$ cat config.mk
export PLATFORM = sky130hd
export DESIGN_NAME = crystal_trim_temp_comp_ctrl
export DESIGN_NICKNAME = d
export VERILOG_FILES = /design/src/verilog/trim_ctrl_pkg.sv /design/src/verilog/crystal_trim_temp_comp_ctrl.sv /design/src/verilog/comp_period_timer.sv
export SDC_FILE = /design/constraint.sdc
export NUM_CORES = 1
export LEC_CHECK = 0
export BUFFER_PORTS_ARGS = -buffer_cell sky130_fd_sc_hd__buf_2
export CAP_MARGIN = 20
export CORE_UTILIZATION = 50
export DETAILED_ROUTE_END_ITERATION = 16
export GPL_TIMING_DRIVEN = 0
export PLACE_DENSITY = 0.79
export SLEW_MARGIN = 40
export SYNTH_ARGS = -nofsm -noshare
export SYNTH_HDL_FRONTEND = slang
export SYNTH_SLANG_ARGS = --single-unit
$ cat constraint.sdc
create_clock -name mclk_in -period 2.4 [get_ports mclk_in]
set_input_delay 0.12 -clock mclk_in [delete_from_list [all_inputs] [get_ports mclk_in]]
set_output_delay 0.12 -clock mclk_in [all_outputs]
set_load 0.02 [all_outputs]
$ cat src/verilog/trim_ctrl_pkg.sv
// Package for the crystal trim and temperature compensation control block.
// Holds register offsets, field positions, reset values and timing constants.
// Assumes a 100 MHz system clock drives all logic that imports it.
package trim_ctrl_pkg;

	// ----------------------------------------------------------------
	// Register offsets (byte addresses of the serial register port)
	// ----------------------------------------------------------------
	localparam logic [7:0] INITIAL_TRIM_OFFSET = 8'h0b;
	localparam logic [7:0] CURVATURE_OFFSET = 8'h0c;
	localparam logic [7:0] TEMP_COMP_CTRL_OFFSET = 8'h0d;

	// ----------------------------------------------------------------
	// Field positions
	// ----------------------------------------------------------------
	localparam int DIGITAL_TRIM_LSB = 6; // Two bits, 7:6
	localparam int ANALOG_TRIM_LSB = 0; // Six bits, 5:0
	localparam int SENSE_EN_BIT = 7; // Temperature sense enable
	localparam int BATT_SENSE_EN_BIT = 6; // Battery-mode sense enable
	localparam int BATT_RATE_BIT = 5; // Battery sense rate
	localparam int STEP_GAIN_LSB = 0; // Four bits, 3:0

	// ----------------------------------------------------------------
	// Values after reset
	// ----------------------------------------------------------------
	localparam logic [1:0] DIGITAL_TRIM_RESET = 2'h0; // Digital trim disabled
	localparam logic [5:0] ANALOG_TRIM_RESET = 6'h20; // 0 ppm
	localparam logic [6:0] CURVATURE_RESET = 7'h00;
	localparam logic [3:0] STEP_GAIN_RESET = 4'h8; // Unity step size
	localparam logic SENSE_EN_RESET = 1'b0;
	localparam logic BATT_SENSE_EN_RESET = 1'b0;
	localparam logic BATT_RATE_RESET = 1'b0;

	// ----------------------------------------------------------------
	// Trim decode constants
	// ----------------------------------------------------------------
	localparam logic signed [6:0] ANALOG_ZERO_CODE = 7'sh20; // Code giving 0 ppm
	localparam logic signed [6:0] DIGITAL_STEP_PPM = 7'sh20; // 32 ppm per step

	// ----------------------------------------------------------------
	// Timing: battery-mode compensation periods
	// ----------------------------------------------------------------
	localparam longint unsigned CLK_HZ = 100_000_000;
	localparam longint unsigned SLOW_PERIOD_S = 600; // Ten minutes
	localparam longint unsigned FAST_PERIOD_S = 60; // One minute
	localparam longint unsigned SLOW_PERIOD_CYC = SLOW_PERIOD_S * CLK_HZ;
	localparam longint unsigned FAST_PERIOD_CYC = FAST_PERIOD_S * CLK_HZ;
	localparam int PERIOD_CNT_W = 40; // Enough for ten minutes at 100 MHz

endpackage : trim_ctrl_pkg

$ cat src/verilog/crystal_trim_temp_comp_ctrl.sv
// Crystal trim and temperature compensation control registers and trim select.
// Assumes the serial port engine presents single-cycle read and write strobes
// and that the battery monitor and compensation arithmetic sit outside.
`timescale 1ns/1ns

module crystal_trim_temp_comp_ctrl import trim_ctrl_pkg::*; #(
	parameter longint unsigned SLOW_CYC = SLOW_PERIOD_CYC,
	parameter longint unsigned FAST_CYC = FAST_PERIOD_CYC
) (
	input wire logic mclk_in,
	input wire logic reset_in,
	input wire logic [7:0] reg_addr_in, // Register offset
	input wire logic [7:0] reg_wdata_in, // Write data
	input wire logic reg_wr_in, // Write strobe
	input wire logic reg_rd_in, // Read strobe
	output logic [7:0] reg_rdata_out, // Read data, one cycle after strobe
	input wire logic on_battery_in, // Running from the battery
	input wire logic vbat_low_in, // Battery below 2.6 V
	input wire logic [5:0] comp_analog_trim_in, // Compensated analog trim
	input wire logic [1:0] comp_digital_trim_in, // Compensated digital trim
	output logic comp_active_out, // Sensing and correction running
	output logic convert_req_out, // Battery-mode conversion pulse
	output logic [6:0] curvature_out, // Coefficient for the arithmetic
	output logic [3:0] step_gain_out, // Analog step gain for the arithmetic
	output logic [5:0] analog_trim_out, // Analog trim applied to oscillator
	output logic [1:0] digital_trim_out, // Digital trim code applied
	output logic signed [6:0] analog_offset_ppm_out, // Analog offset in ppm
	output logic signed [6:0] digital_offset_ppm_out, // Digital offset in ppm
	output logic digital_trim_enable_out // Pulse skip or insert allowed
);

	// ----------------------------------------------------------------
	// Decode functions
	// ----------------------------------------------------------------
	// Analog code to signed ppm: 0 gives +32, 0x3f gives -31
	function automatic logic signed [6:0] analog_ppm(input logic [5:0] code);
		analog_ppm = ANALOG_ZERO_CODE - $signed({1'b0, code});
	endfunction : analog_ppm

	// Digital code to signed ppm; code 00 is disabled and adds nothing
	function automatic logic signed [6:0] digital_ppm(input logic [1:0] code);
		case (code)
			2'h1: digital_ppm = DIGITAL_STEP_PPM;
			2'h3: digital_ppm = -DIGITAL_STEP_PPM;
			default: digital_ppm = 7'sh00;
		endcase
	endfunction : digital_ppm

	// ----------------------------------------------------------------
	// Registers
	// ----------------------------------------------------------------
	logic [1:0] initial_digital_trim; // Coarse initial trim
	logic [5:0] initial_analog_trim; // Fine initial trim
	logic [6:0] curvature; // Scaled curvature magnitude
	logic temp_sense_enable; // Sensing and correction on
	logic battery_temp_sense_enable; // Allowed in battery mode
	logic battery_sense_rate; // High selects the one-minute period
	logic [3:0] step_gain; // Analog step gain

	// Address decode
	wire hit_trim = (reg_addr_in == INITIAL_TRIM_OFFSET);
	wire hit_curv = (reg_addr_in == CURVATURE_OFFSET);
	wire hit_ctrl = (reg_addr_in == TEMP_COMP_CTRL_OFFSET);
	wire wr_trim = reg_wr_in && hit_trim;
	wire wr_curv = reg_wr_in && hit_curv;
	wire wr_ctrl = reg_wr_in && hit_ctrl;

	// Software is trusted to change the trim fields only while sensing is
	// off; the writes are not blocked, so a mid-run change is stored at once and applied once correction stops
	always_ff @(posedge mclk_in) begin
		if (reset_in) begin
			initial_digital_trim <= DIGITAL_TRIM_RESET;
			initial_analog_trim <= ANALOG_TRIM_RESET;
		end else if (wr_trim) begin
			initial_digital_trim <= reg_wdata_in[DIGITAL_TRIM_LSB +: 2];
			initial_analog_trim <= reg_wdata_in[ANALOG_TRIM_LSB +: 6];
		end
	end

	// Curvature register keeps only seven bits
	always_ff @(posedge mclk_in) begin
		if (reset_in) begin
			curvature <= CURVATURE_RESET;
		end else if (wr_curv) begin
			curvature <= reg_wdata_in[6:0];
		end
	end

	// Control register; bit 4 has no storage
	always_ff @(posedge mclk_in) begin
		if (reset_in) begin
			temp_sense_enable <= SENSE_EN_RESET;
			battery_temp_sense_enable <= BATT_SENSE_EN_RESET;
			battery_sense_rate <= BATT_RATE_RESET;
			step_gain <= STEP_GAIN_RESET;
		end else if (wr_ctrl) begin
			temp_sense_enable <= reg_wdata_in[SENSE_EN_BIT];
			battery_temp_sense_enable <= reg_wdata_in[BATT_SENSE_EN_BIT];
			battery_sense_rate <= reg_wdata_in[BATT_RATE_BIT];
			step_gain <= reg_wdata_in[STEP_GAIN_LSB +: 4];
		end
	end

	// ----------------------------------------------------------------
	// Read path
	// ----------------------------------------------------------------
	wire [7:0] trim_view = {initial_digital_trim, initial_analog_trim};
	wire [7:0] curv_view = {1'b0, curvature};
	wire [7:0] ctrl_view = {temp_sense_enable, battery_temp_sense_enable,
		battery_sense_rate, 1'b0, step_gain};
	wire [7:0] next_rdata = hit_trim ? trim_view :
		hit_curv ? curv_view :
		hit_ctrl ? ctrl_view : 8'h00;

	// Read data is held until the next read strobe
	always_ff @(posedge mclk_in) begin
		if (reset_in) begin
			reg_rdata_out <= 8'h00;
		end else if (reg_rd_in) begin
			reg_rdata_out <= next_rdata;
		end
	end

	// ----------------------------------------------------------------
	// Compensation enable and battery pacing
	// ----------------------------------------------------------------
	// Battery mode needs its own enable and a healthy battery
	wire battery_ok = battery_temp_sense_enable && !vbat_low_in;
	wire next_comp_active = temp_sense_enable && (!on_battery_in || battery_ok);
	wire batt_run = temp_sense_enable && on_battery_in && battery_ok;
	logic batt_tick; // Period end from the pacing timer

	comp_period_timer #(
		.SLOW_CYC(SLOW_CYC),
		.FAST_CYC(FAST_CYC)
	) u_period (
		.mclk_in(mclk_in),
		.reset_in(reset_in),
		.run_in(batt_run),
		.fast_in(battery_sense_rate),
		.tick_out(batt_tick)
	);

	assign convert_req_out = batt_tick;
	assign curvature_out = curvature;
	assign step_gain_out = step_gain;

	// ----------------------------------------------------------------
	// Trim selection
	// ----------------------------------------------------------------
	// Compensated values only while correction runs; otherwise initial ones.
	// Reverting to the initial trim in idle battery mode is deliberate.
	wire [5:0] next_analog = next_comp_active ? comp_analog_trim_in :
		initial_analog_trim;
	wire [1:0] next_digital = next_comp_active ? comp_digital_trim_in :
		initial_digital_trim;

	// Applied trim and decoded offsets are registered together
	always_ff @(posedge mclk_in) begin
		if (reset_in) begin
			comp_active_out <= 1'b0;
			analog_trim_out <= ANALOG_TRIM_RESET;
			digital_trim_out <= DIGITAL_TRIM_RESET;
			analog_offset_ppm_out <= analog_ppm(ANALOG_TRIM_RESET);
			digital_offset_ppm_out <= digital_ppm(DIGITAL_TRIM_RESET);
			digital_trim_enable_out <= 1'b0;
		end else begin
			comp_active_out <= next_comp_active;
			analog_trim_out <= next_analog;
			digital_trim_out <= next_digital;
			analog_offset_ppm_out <= analog_ppm(next_analog);
			digital_offset_ppm_out <= digital_ppm(next_digital);
			digital_trim_enable_out <= (next_digital != 2'h0);
		end
	end
endmodule : crystal_trim_temp_comp_ctrl

$ cat src/verilog/comp_period_timer.sv
// Period timer that paces battery-mode compensation cycles.
// Assumes run_in and fast_in are synchronous to mclk_in.
`timescale 1ns/1ns

module comp_period_timer import trim_ctrl_pkg::*; #(
	parameter longint unsigned SLOW_CYC = SLOW_PERIOD_CYC,
	parameter longint unsigned FAST_CYC = FAST_PERIOD_CYC
) (
	input wire logic mclk_in,
	input wire logic reset_in,
	input wire logic run_in, // Count while high
	input wire logic fast_in, // High selects the short period
	output logic tick_out // One-cycle pulse at each period end
);

	// ----------------------------------------------------------------
	// Counter
	// ----------------------------------------------------------------
	logic [PERIOD_CNT_W-1:0] count; // Cycles since last period start
	logic fast_q; // Rate seen last cycle
	wire [PERIOD_CNT_W-1:0] term_count = fast_in ? PERIOD_CNT_W'(FAST_CYC - 1) :
		PERIOD_CNT_W'(SLOW_CYC - 1);
	wire restart = !run_in || (fast_in != fast_q);
	wire at_term = (count == term_count);

	assign tick_out = run_in && !restart && at_term;

	// Restart on a rate change so a stale long count never overshoots
	always_ff @(posedge mclk_in) begin
		if (reset_in) begin
			count <= '0;
			fast_q <= 1'b0;
		end else begin
			fast_q <= fast_in;
			if (restart || at_term) begin
				count <= '0;
			end else begin
				count <= count + PERIOD_CNT_W'(1);
			end
		end
	end
endmodule : comp_period_timer

# ---- Word-level counts from Yosys, hierarchy flattened
# Cells that the tools add are included.
dict set report classes {
  eq_ne 7
  addsub 2
  muxes 7
  n_reduce_logical 18
}
# operator count
set op_table {}
lappend op_table {{40-bit by 1-bit adder with 40-bit output, second input constant} 1}
lappend op_table {{40-bit equality test} 1}
lappend op_table {{36-bit 2-to-1 mux} 1}
lappend op_table {{8-bit by 4-bit equality test with 1-bit output, second input constant} 3}
lappend op_table {{8-bit 2-to-1 mux} 3}
lappend op_table {{7-bit one-hot mux with 2 select lines} 1}
lappend op_table {{1-bit logical AND} 9}
lappend op_table {{6-bit by 6-bit subtractor with 7-bit output, first input constant} 1}
lappend op_table {{6-bit 2-to-1 mux} 1}
lappend op_table {{1-bit logical NOT} 4}
lappend op_table {{1-bit logical OR} 3}
lappend op_table {{2-bit by 1-bit equality test with 1-bit output, second input constant} 1}
lappend op_table {{2-bit equality test, second input constant} 1}
lappend op_table {{2-bit 2-to-1 mux} 1}
lappend op_table {{2-bit nonzero test} 1}
lappend op_table {{2-bit OR reduction} 1}
lappend op_table {{1-bit != test} 1}
dict set report totals {
  input_bits 30
  regBits 95
  out_inout_bits 44
  word_cells 50
}

# ---- Depth between registers and ports, before layout
# Gate-level depths: netlist of run 1.
dict set report logic_depth {
  word_depth 8
  ltp_mapped 7
  ltp_nobuf 6
}

# ---- Modules after synthesis
# From an unflattened synthesis of run 1, not the netlist that was laid out.
dict set report unflattened {
  hier_cells 452
  area_unflattened_um2 4038.9
}
# mod n_inst seq_area_each_um2 cells_per_inst area_per_inst_um2
set by_module_without_submodules {}
lappend by_module_without_submodules {crystal_trim_temp_comp_ctrl 1 940.9 215 2033.2}
lappend by_module_without_submodules {comp_period_timer 1 820.8 237 2005.7}

# ---- Worst setup path before layout of run 1
# No wires, ideal clock.
dict set report synth_path {
  path_type {register to register}
  startpoint {register u_period.count[0]}
  endpoint {register u_period.count[38]}
  required_ns 2.285
  path_stages_with_launch 8
  synth_period_minus_slack_ns 1.839
  n_path_buf 1
  arrival_time_ns 1.725
  setup_ns 0.115
  slack_ns 0.561
  cell_sequence {dfxtp_1 ha_1 nand4_1 nor4_1 buf_2 nand4_1 xnor2_1 nor2_1}
}
dict set report synth_between {
  elab_chain_cells 3
  elab_cells_between_ends 4
  classes_between {add/sub: 1; eq/ne: 1; reduce/logical: 2}
}
# item line
set synth_rtl {}
lappend synth_rtl {{start: declaration} comp_period_timer.sv:19} ;# logic [PERIOD_CNT_W-1:0] count;
lappend synth_rtl {{start signal: assignment} comp_period_timer.sv:38} ;# count <= count + PERIOD_CNT_W'(1);
lappend synth_rtl {{parallel branches: the longest is 3 deep, another holds 40-bit by 1-bit adder with 40-bit output} -}
# Parallel ways; which one is timed is not known.
# A chain may end at the register's enable or synchronous reset.

# ---- Worst setup path in the final report of run 1
dict set report layout_path {
  startpoint {register u_period.count[37]}
  endpoint {output convert_req_out}
}
dict set report layout_between {
  elab_chain_cells 2
}
# item line
set layout_rtl {}
lappend layout_rtl {{40-bit equality test} comp_period_timer.sv:24} ;# wire at_term = (count == term_count);
lappend layout_rtl {{1-bit logical AND} comp_period_timer.sv:26} ;# assign tick_out = run_in && !restart && at_term;
lappend layout_rtl {{end: declaration} crystal_trim_temp_comp_ctrl.sv:22} ;# output logic convert_req_out,
# Every way passes these cells.

==> impl_metrics.ini, run 1 <==
[route]
avgRoutedWirePerCell_um = 13.70
routed_wl_um = 8796
viasPerCell = 5.439
drc = 0
ant_nets = 0
drtIter0Drc = 164
first_pass_iters = 5
vias = 3492

[cts]
cts-root-buf = clkbuf_8
ctsHoldBuffers = 0
clk_pin_slew_ns = 0.10
worstSkewPairLatency_ns = 0.37
numClockSinks = 88
cts-htree-levels = 3
clock_path_buffers = 2
cts_tree = built
cts_buffers = 9

[job]
max_cap_violations = 0

[sta]
slew-limit-headroom_pct = 52.72
final_hold_viol_count = 0
whs_ns = 0.01473
min_period_ns = 2.243
rsz0062_at_grt = false
fin_crit_sh_pct = 93.46
fmax_ghz = 0.4458
finalSetupViolations = 0
slew_violations = 0
finClkSkew_ns = 0.01770
tightest_slew_ns = 0.7039

[place]
placedInstanceArea_um2 = 4437
io_buffers = 67
routabilityCongestion = 0.8550
hpwl_um = 6385

[synthesis]
avgSynthCellArea_um2 = 8.725
ys_seq_area_share_pct = 44.57
synth_warnings = 0
synth-seq-cells = 88
synth-edff-count = 0
synthCells = 453
synth_cell_types = 48
yosys_most_used_dff = dfxtp_1
syn_area_um2 = 3953
async_flop_share_pct = 0

[grt]
track_usage_pct = 22.19
grt-ovfl-total = 0
antenna_found_initial = 0
grt_pass1_wl_um = 14630
grt_max_degree = 18
grt_pass1_vias = 3218

[layout]
multi_input_area_um2 = 2057
n_antenna_cell = 0
area_growth_pct = 18.04
drive_gt1_share_pct = 22.22
fin_nets = 567
fin_area_um2 = 4666
n_fill_cell = 672
register_area_um2 = 1762

[floorplanning]
coreArea_um2 = 7687
die_y_um = 90.91
start_util_pct = 51.42
io_pins = 74
die_w_um = 90.91
rows = 32
die_area_um2 = 8265

[power_and_ir_drop]
p_switching_uw = 663.3
p_int_mw = 1.907
sw_frac_of_total_pct = 25.80
power_frac_comb_pct = 4.6
finalPower_mw = 2.571
leakagePower_nw = 1.720
p_per_area_nw_per_um2 = 551.0
power.share.sequential_pct = 57.2
ir_drop_mv = 0.3406
power.clock.fraction_pct = 38.2

[setup_path]
path_class = register to output pin
cp-start-kind = register
critPathArrivalTime_ns = 2.12
rrSetupSlack_ns = 0.23
r2r_start = u_period.count[10]$_SDFF_PP0_
cp-startpoint = u_period.count[37]$_SDFF_PP0_
crit_fanout = 5
worst_setup_path_end_kind = output pin
cp.required_ns = 2.28

[status]
outcome = finished, final reports clean

[worst_hold_path]
hp-start = reg_wdata_in[4]
hp-class = primary input to register
cell type report:
cell class                      instances  area share (%)
Buffer                                 28           3.540
Clock buffer                            9           2.655
Timing Repair Buffer                   67           7.241
Inverter                                8          0.6436
Clock inverter                          7           1.341
Multi-Input combinational cell        333           44.09
Tap cell                              102           2.735
Sequential cell                        88           37.76
repair_timing:
item | CTS | global route
setup endpoints to repair | 0 | 2
buffers inserted | 0 | 0
gates resized for setup | 0 | 8
per-stage QoR:
| step | utilization [%] | setup TNS [ns] | setup slack [ns] | cells |
|---|---|---|---|---|
| 2_1_floorplan | - | 0 | 0.5606 | 457 |
| 3_3_place_gp | 57.63 | -0.1255 | -0.03556 | 626 |
| 3_5_place_dp | 57.71 | 0 | 0.2472 | 626 |
| 4_1_cts | 60.14 | 0 | 0.002321 | 642 |
| 5_1_grt | 60.69 | 0 | 0.01924 | 642 |
| 6_report | 60.69 | 0 | 0.1570 | 642 |
Yosys cell counts (3+ instances only):
cell / instances / area share (%)
dfxtp_1: 88 / 45
nor4_1: 3 / 0.47
a21oi_2: 3 / 0.66
nand2_1: 52 / 4.9
nor4b_1: 5 / 1.1
buf_2: 4 / 0.51
buf_4: 12 / 2.3
xor2_1: 23 / 5.1
or3_1: 6 / 0.95
inv_1: 8 / 0.76
clkbuf_1: 11 / 1.0
a311oi_1: 6 / 1.3
a21oi_1: 24 / 3.0
and3_1: 5 / 0.79
nor2_1: 66 / 6.3
xnor2_1: 13 / 2.9
nand3_1: 35 / 4.4
nand2b_1: 4 / 0.63
a21boi_0: 6 / 1.1
nand4_1: 18 / 2.8
o21ai_0: 5 / 0.63
nor2b_1: 4 / 0.63
nor4_4: 4 / 2.2
mux2i_1: 11 / 2.8
nor3_1: 5 / 0.63
and4_1: 4 / 0.89
sequential cells by signal, indices dropped and copies added, names as in the netlist, 2 cells and up:
name / cells
step_gain_out: 4
curvature_out: 7
analog_offset_ppm_out: 6
u_period.count: 40
initial_analog_trim: 6
reg_rdata_out: 8
analog_trim_out: 6
initial_digital_trim: 2
digital_offset_ppm_out: 2
path summary, 6_finish.rpt:
check                                                            to  cells after the start
worst max-delay path                                convert_req_out                      6
worst min-delay path            initial_analog_trim[4]$_SDFFE_PP0P_                      3
worst max register to register        u_period.count[39]$_SDFF_PP0_                      5
worst min register to register         u_period.count[0]$_SDFF_PP0_                      1
cell families after synthesis:
family	after synthesis	share of synthesized area [%]
other	1	0.09488
muxes	13	3.356
xor gates and xnor gates	36	7.977
AOI/OAI and AO/OA	52	8.452
DFF	88	44.57
buffers and inverters	36	4.875
and+or+nand+nor	225	30.04
adders and majority gates	2	0.6330
worst max-delay path: stages (launching register included):
cell      delay (ns)
dfxtp_1         0.35
or4_4           0.55
nor4b_4         0.29
o2111a_1        0.25
nand2_1         0.06
nor2_1          0.10
buf_4           0.15
metal layers:
| metal | up-vias | wire length, um | track usage [%] |
|---|---|---|---|
| met5 | - | 0 | 0 |
| met4 | 0 | 59 | 4.630 |
| met3 | 6 | 630 | 6.902 |
| met2 | 121 | 4322 | 39.39 |
| met1 | 1636 | 3785 | 26.22 |
| li1 | 1729 | - | - |
power by group through the flow:
stage	combinational, mW	clock [mW]	sequential (mW)
final	0.118	0.982	1.47
after global routing	0.127	1.06	1.47
after CTS	0.117	0.997	1.47
after detailed placement	0.116	0	1.50
after global placement	0.115	0	1.50
after floorplan	0.0564	0	1.51
placed cells by master, fill, tap and decap left out, types with 2 or more instances in the layout:
cell | Yosys | layout
a211oi_1 | 2 | 2
a21boi_0 | 6 | 6
a21oi_1 | 24 | 24
a21oi_2 | 3 | 3
a22oi_1 | 2 | 2
a311oi_1 | 6 | 6
and3_1 | 5 | 5
and4_1 | 4 | 4
buf_2 | 4 | 69
buf_4 | 12 | 13
clkbuf_1 | 11 | 11
clkbuf_8 | 0 | 9
clkinvlp_4 | 0 | 3
conb_1 | 1 | 5
dfxtp_1 | 88 | 88
ha_1 | 2 | 2
inv_1 | 8 | 8
inv_6 | 0 | 2
inv_8 | 0 | 2
mux2_2 | 2 | 2
mux2i_1 | 11 | 11
nand2_1 | 52 | 52
nand2b_1 | 4 | 4
nand3_1 | 35 | 35
nand3b_1 | 2 | 2
nand4_1 | 18 | 18
nor2_1 | 66 | 66
nor2b_1 | 4 | 4
nor3_1 | 5 | 5
nor4_1 | 3 | 2
nor4_4 | 4 | 5
nor4b_1 | 5 | 3
o21ai_0 | 5 | 5
or3_1 | 6 | 6
or4_4 | 1 | 2
xnor2_1 | 13 | 13
xor2_1 | 23 | 23
Note: power is estimated with default switching activity, not from simulation.
==> inputs of run 2 (changes only) <==
CORE_MARGIN = 4   (was unset)
SETUP_SLACK_MARGIN = 0.4   (was unset)
==> run 2 against run 1 <==
  * Die area grew 14%
  * Via count grew 5.7%
  * Clock skew shrank 0.0081 ns
  * Core utilization grew 5.3 points
  * Final cell count grew 2.2%
  * Hold slack lost 0.0023 ns
  * Clock power grew 8%
  * Highest routed layer unchanged
  * Critical endpoint is now u_period.count[24]$_SDFF_PP0_
==> impl_metrics.ini, run 2 (same netlist as run 1, synthesis figures left out) <==
[status]
outcome = finished, final reports clean

[route]
first_pass_iters = 5
drtIter0Drc = 148
drc = 0
vias = 3691
avgRoutedWirePerCell_um = 15.65
ant_nets = 0
viasPerCell = 5.627
routed_wl_um = 10270

[floorplanning]
die_area_um2 = 9392
io_pins = 74
start_util_pct = 51.42
coreArea_um2 = 7687
rows = 32
die_w_um = 96.91
die_y_um = 96.91

[layout]
final_cell_mix = 84 x dfxtp_1, 68 x buf_2, 52 x nand2_1, 39 x nor2_1, 35 x nand3_1
multi_input_area_um2 = 2231
final_common_cell = dfxtp_1
final_core_util_pct = 65.98
register_area_um2 = 1769
fin_cells = 656
largest_register_ff_count = 40
area_growth_pct = 28.33
drive_gt1_share_pct = 31.05
n_antenna_cell = 0
fin_nets = 581
largest_register = u_period.count
n_fill_cell = 612

[sta]
slew_violations = 0
fmax_ghz = 0.4513
tightest_slew_ns = 0.5495
rsz0062_at_grt = true
finClkSkew_ns = 0.009577
min_period_ns = 2.216
fin_crit_sh_pct = 92.33
finalSetupViolations = 0
final_hold_viol_count = 0
slew-limit-headroom_pct = 63.09

[cts]
clk_pin_slew_ns = 0.10
cts_buffers = 9
cts-htree-levels = 3
cts-root-buf = clkbuf_8
clock_path_buffers = 2
cts_tree = built
numClockSinks = 88
worstSkewPairLatency_ns = 0.38

[place]
hpwl_um = 6714
io_buffers = 67
routabilityCongestion = 0.8672
dp.cells = 626

[job]
max_cap_violations = 0

[setup_path]
cp.required_ns = 2.67
r2r_start = u_period.count[37]$_SDFF_PP0_
cp-start-kind = register
r2r_cells = 8
critPathArrivalTime_ns = 2.49
cp-startpoint = u_period.count[37]$_SDFF_PP0_
path_class = register to register
crit_fanout = 8
worst_setup_path_end_kind = register

[worst_hold_path]
hp-start = reg_wdata_in[0]
hp-class = primary input to register
holdPathStages = 3

[grt]
grt_max_degree = 17
grt-ovfl-total = 0
track_usage_pct = 20.26
grt_pass1_vias = 3467
antenna_found_initial = 0
grt_pass1_wl_um = 15970

[power_and_ir_drop]
leakagePower_nw = 1.886
p_per_area_nw_per_um2 = 522.8
ir_drop_mv = 0.3915
run 2: changes by cell type in the layout (fill, tap and decap cells not counted), moves of 3 or more:
cell / change
buf_6: +5
nor2_4: +12
dfxtp_1: -4
buf_4: +4
nor2_1: -27
nor2_2: +15
clkbuf_16: +3
dfxtp_2: +3
run 2: path summary, 6_finish.rpt:
path	end	slack, ns
min	initial_analog_trim[0]$_SDFFE_PP0P_	0.01
max	u_period.count[24]$_SDFF_PP0_	0.18
min reg2reg	u_period.count[0]$_SDFF_PP0_	0.46
max reg2reg	u_period.count[24]$_SDFF_PP0_	0.18
run 2: per-stage QoR:
step / setup TNS, ns / hold slack [ns] / instance area, um^2 / worst slack (ns) / total power [mW]
after CTS: 0 / 0.004026 / 4740 / 0.1869 / 2.652
final: 0 / 0.01244 / 5072 / 0.1841 / 2.652
after global routing: 0 / 0.01547 / 5072 / 0.05184 / 2.738
after global placement: -0.5021 / 0.3923 / 4431 / -0.09556 / 1.619
after detailed placement: 0 / 0.4035 / 4437 / 0.2301 / 1.621
after floorplan: 0 / 0.2650 / 3968 / 0.5606 / 1.569
run 2: timing repair:
item	CTS	global route
setup buffers	4	5
pin swaps	3	27
gates resized for setup	17	60
hold buffers	0	1
hold endpoints to repair	0	1
cloned	1	3
setup endpoints to repair	43	43
run 2: metal layers:
layer	vias up	part of all wire (%)	GRT usage, %
li1	1756	-	-
met1	1765	40	24.28
met2	150	52	35.46
met3	20	6.4	5.335
met4	0	1.6	6.048
met5	-	0	0
run 2: area by class of cell:
class	count	area share, %
well taps	102	2.516
repair buffers	81	9.965
clock inverters	7	1.529
flip-flops and latches	88	34.88
clock buffers	9	2.442
inverters	8	0.5920
plain buffers	28	4.095
multi-input cells	333	43.98
run 2: critical path, stage by stage (launching register included):
cell and delay (ns):
dfxtp_4 0.36, or4_4 0.54, nor4b_4 0.24, o2111a_1 0.26, buf_4 0.13, buf_6 0.08, a211o_4 0.25, clkbuf_16 0.20
nor2_1 0.04
run 2: power by group:
part	total [mW]	switching, mW	internal [mW]	leakage [nW]
clock network	1.06	0.570	0.492	0.101
logic	0.120	0.0753	0.0449	1.07
registers	1.47	0.00471	1.46	0.712
==> inputs of run 3 (changes only) <==
CORE_UTILIZATION = 55   (was 50)
PLACE_DENSITY = 0.85   (was 0.79)
==> run 3 against run 2 <==
  * Wire length grew 10%
  * Final cell count did not move
  * Cell area grew 0.25%
  * Combinational power is essentially flat
  * Sequential share of layout area decreased by 0.086 points
  * Count of clock-buffer cells in the layout grew 1
  * Global-route usage rose by 2.0 points
  * Via count rose by 3.5%
  * Power fell by 4.1%
  * First-iteration DRC count up 77%
  * Worst setup slack improved by 0.010 ns
  * Die area decreased by 8.4%
  * Critical endpoint is now convert_req_out
  * Largest cell class unchanged
  * Highest routed layer unchanged
==> impl_metrics.ini, run 3 (same netlist as run 1, synthesis figures left out) <==
[status]
outcome = finished, final reports clean

[floorplanning]
die_area_um2 = 8606
die_w_um = 92.77
die_y_um = 92.77
rows = 30
coreArea_um2 = 6869
io_pins = 74
start_util_pct = 57.54

[setup_path]
crit_fanout = 2
worst_setup_path_end_kind = output pin
cp.required_ns = 2.28
path_class = register to output pin
critPathArrivalTime_ns = 2.09
cp-start-kind = register

[power_and_ir_drop]
p_per_area_nw_per_um2 = 500.1
leakagePower_nw = 1.917
ir_drop_mv = 0.4106
finalPower_mw = 2.543

[cts]
cts_tree = built
ctsHoldBuffers = 0
worstSkewPairLatency_ns = 0.37
cts-htree-levels = 3
clock_path_buffers = 2
cts-root-buf = clkbuf_8
clk_pin_slew_ns = 0.10
numClockSinks = 88
cts_buffers = 9

[route]
avgRoutedWirePerCell_um = 17.24
ant_nets = 0
vias = 3821
drc = 0
dr.max_layer_used = met4
routed_wl_um = 11310
wl_met3_um = 873
wl_met1_um = 4421
viasPerCell = 5.825
drtIter0Drc = 262
first_pass_iters = 5
wl_met2_um = 5672

[sta]
slew_violations = 0
fmax_ghz = 0.4534
finalSetupViolations = 0
tightest_slew_ns = 0.5542
fin_crit_sh_pct = 91.91
final_hold_viol_count = 0
layout_setup_ws_ns = 0.1942
slew-limit-headroom_pct = 62.78
whs_ns = 0.02014
min_period_ns = 2.206
finClkSkew_ns = 0.01560
rsz0062_at_grt = true

[grt]
track_usage_pct = 22.27
grt-ovfl-total = 0
grt_pass1_wl_um = 15640
antenna_found_initial = 0
grt_max_degree = 17
grt_pass1_vias = 3472

[layout]
n_antenna_cell = 0
fin_area_um2 = 5085
largest_register = u_period.count
drive_gt1_share_pct = 31.79
final_cell_mix = 84 x dfxtp_1, 67 x buf_2, 52 x nand2_1, 39 x nor2_1, 35 x nand3_1
fin_nets = 587
fin_cells = 656
area_growth_pct = 28.65
final_common_cell = dfxtp_1
largest_register_ff_count = 40

[place]
dp.cells = 620
placedInstanceArea_um2 = 4429
preCtsSetupSlack_ns = 0.2365
routabilityCongestion = 0.8980
io_buffers = 67
hpwl_um = 6908

[job]
max_cap_violations = 0

[worst_hold_path]
hp-class = primary input to register
[run 3: worst paths after layout]
check | from | endpoint | slack, ns | depth (start not counted)
max reg2reg | u_period.count[36]$_SDFF_PP0_ | u_period.count[24]$_SDFF_PP0_ | 0.26 | 7
min reg2reg | u_period.count[0]$_SDFF_PP0_ | u_period.count[0]$_SDFF_PP0_ | 0.45 | 1
min | reg_wdata_in[4] | curvature_out[4]$_SDFFE_PP0P_ | 0.02 | 3
max | u_period.count[36]$_SDFF_PP0_ | convert_req_out | 0.19 | 6
[run 3: power breakdown]
| part | leakage [nW] | switching (mW) | internal (mW) | total (mW) |
|---|---|---|---|---|
| sequential | 0.712 | 0.00495 | 1.47 | 1.47 |
| combinational | 1.12 | 0.0766 | 0.0438 | 0.120 |
| clock | 0.0875 | 0.563 | 0.389 | 0.952 |
[run 3: worst max-delay path, cell delays in order (launching register included)]
cell and delay (ns):
dfxtp_4 0.35, or4_4 0.52, nor4b_4 0.26, o2111a_1 0.26
nand2_1 0.08, nor2_2 0.12, buf_6 0.13
[run 3: final cells by class]
| cell class | instances | area [um^2] |
|---|---|---|
| Fill cell | 469 | 1784 |
| Clock buffer | 10 | 127.6 |
| Inverter | 8 | 30.03 |
| Sequential cell | 88 | 1769 |
| Tap cell | 96 | 120.1 |
| Buffer | 28 | 210.2 |
| Multi-Input combinational cell | 333 | 2228 |
| Timing Repair Buffer | 87 | 548.0 |
| Clock inverter | 6 | 51.30 |
[run 3: metal layers]
metal	vias up	GRT usage, %
met5	-	0
met1	1809	27.65
met3	40	5.605
met4	0	8.059
li1	1769	-
met2	203	37.31
[run 3: repair_timing]
item	CTS	global route
gates resized for setup	12	69
endpoints found under the setup margin	42	43
cloned	0	4
pin swaps	3	15
setup buffers	1	15
[run 3: per-stage QoR]
| stage | utilization, % | setup TNS [ns] |
|---|---|---|
| detailed placement | 64.48 | 0 |
| global route | 74.03 | 0 |
| global placement | 64.39 | -0.007665 |
| CTS | 67.96 | 0 |
| floorplan | - | 0 |
| finish | 74.03 | 0 |
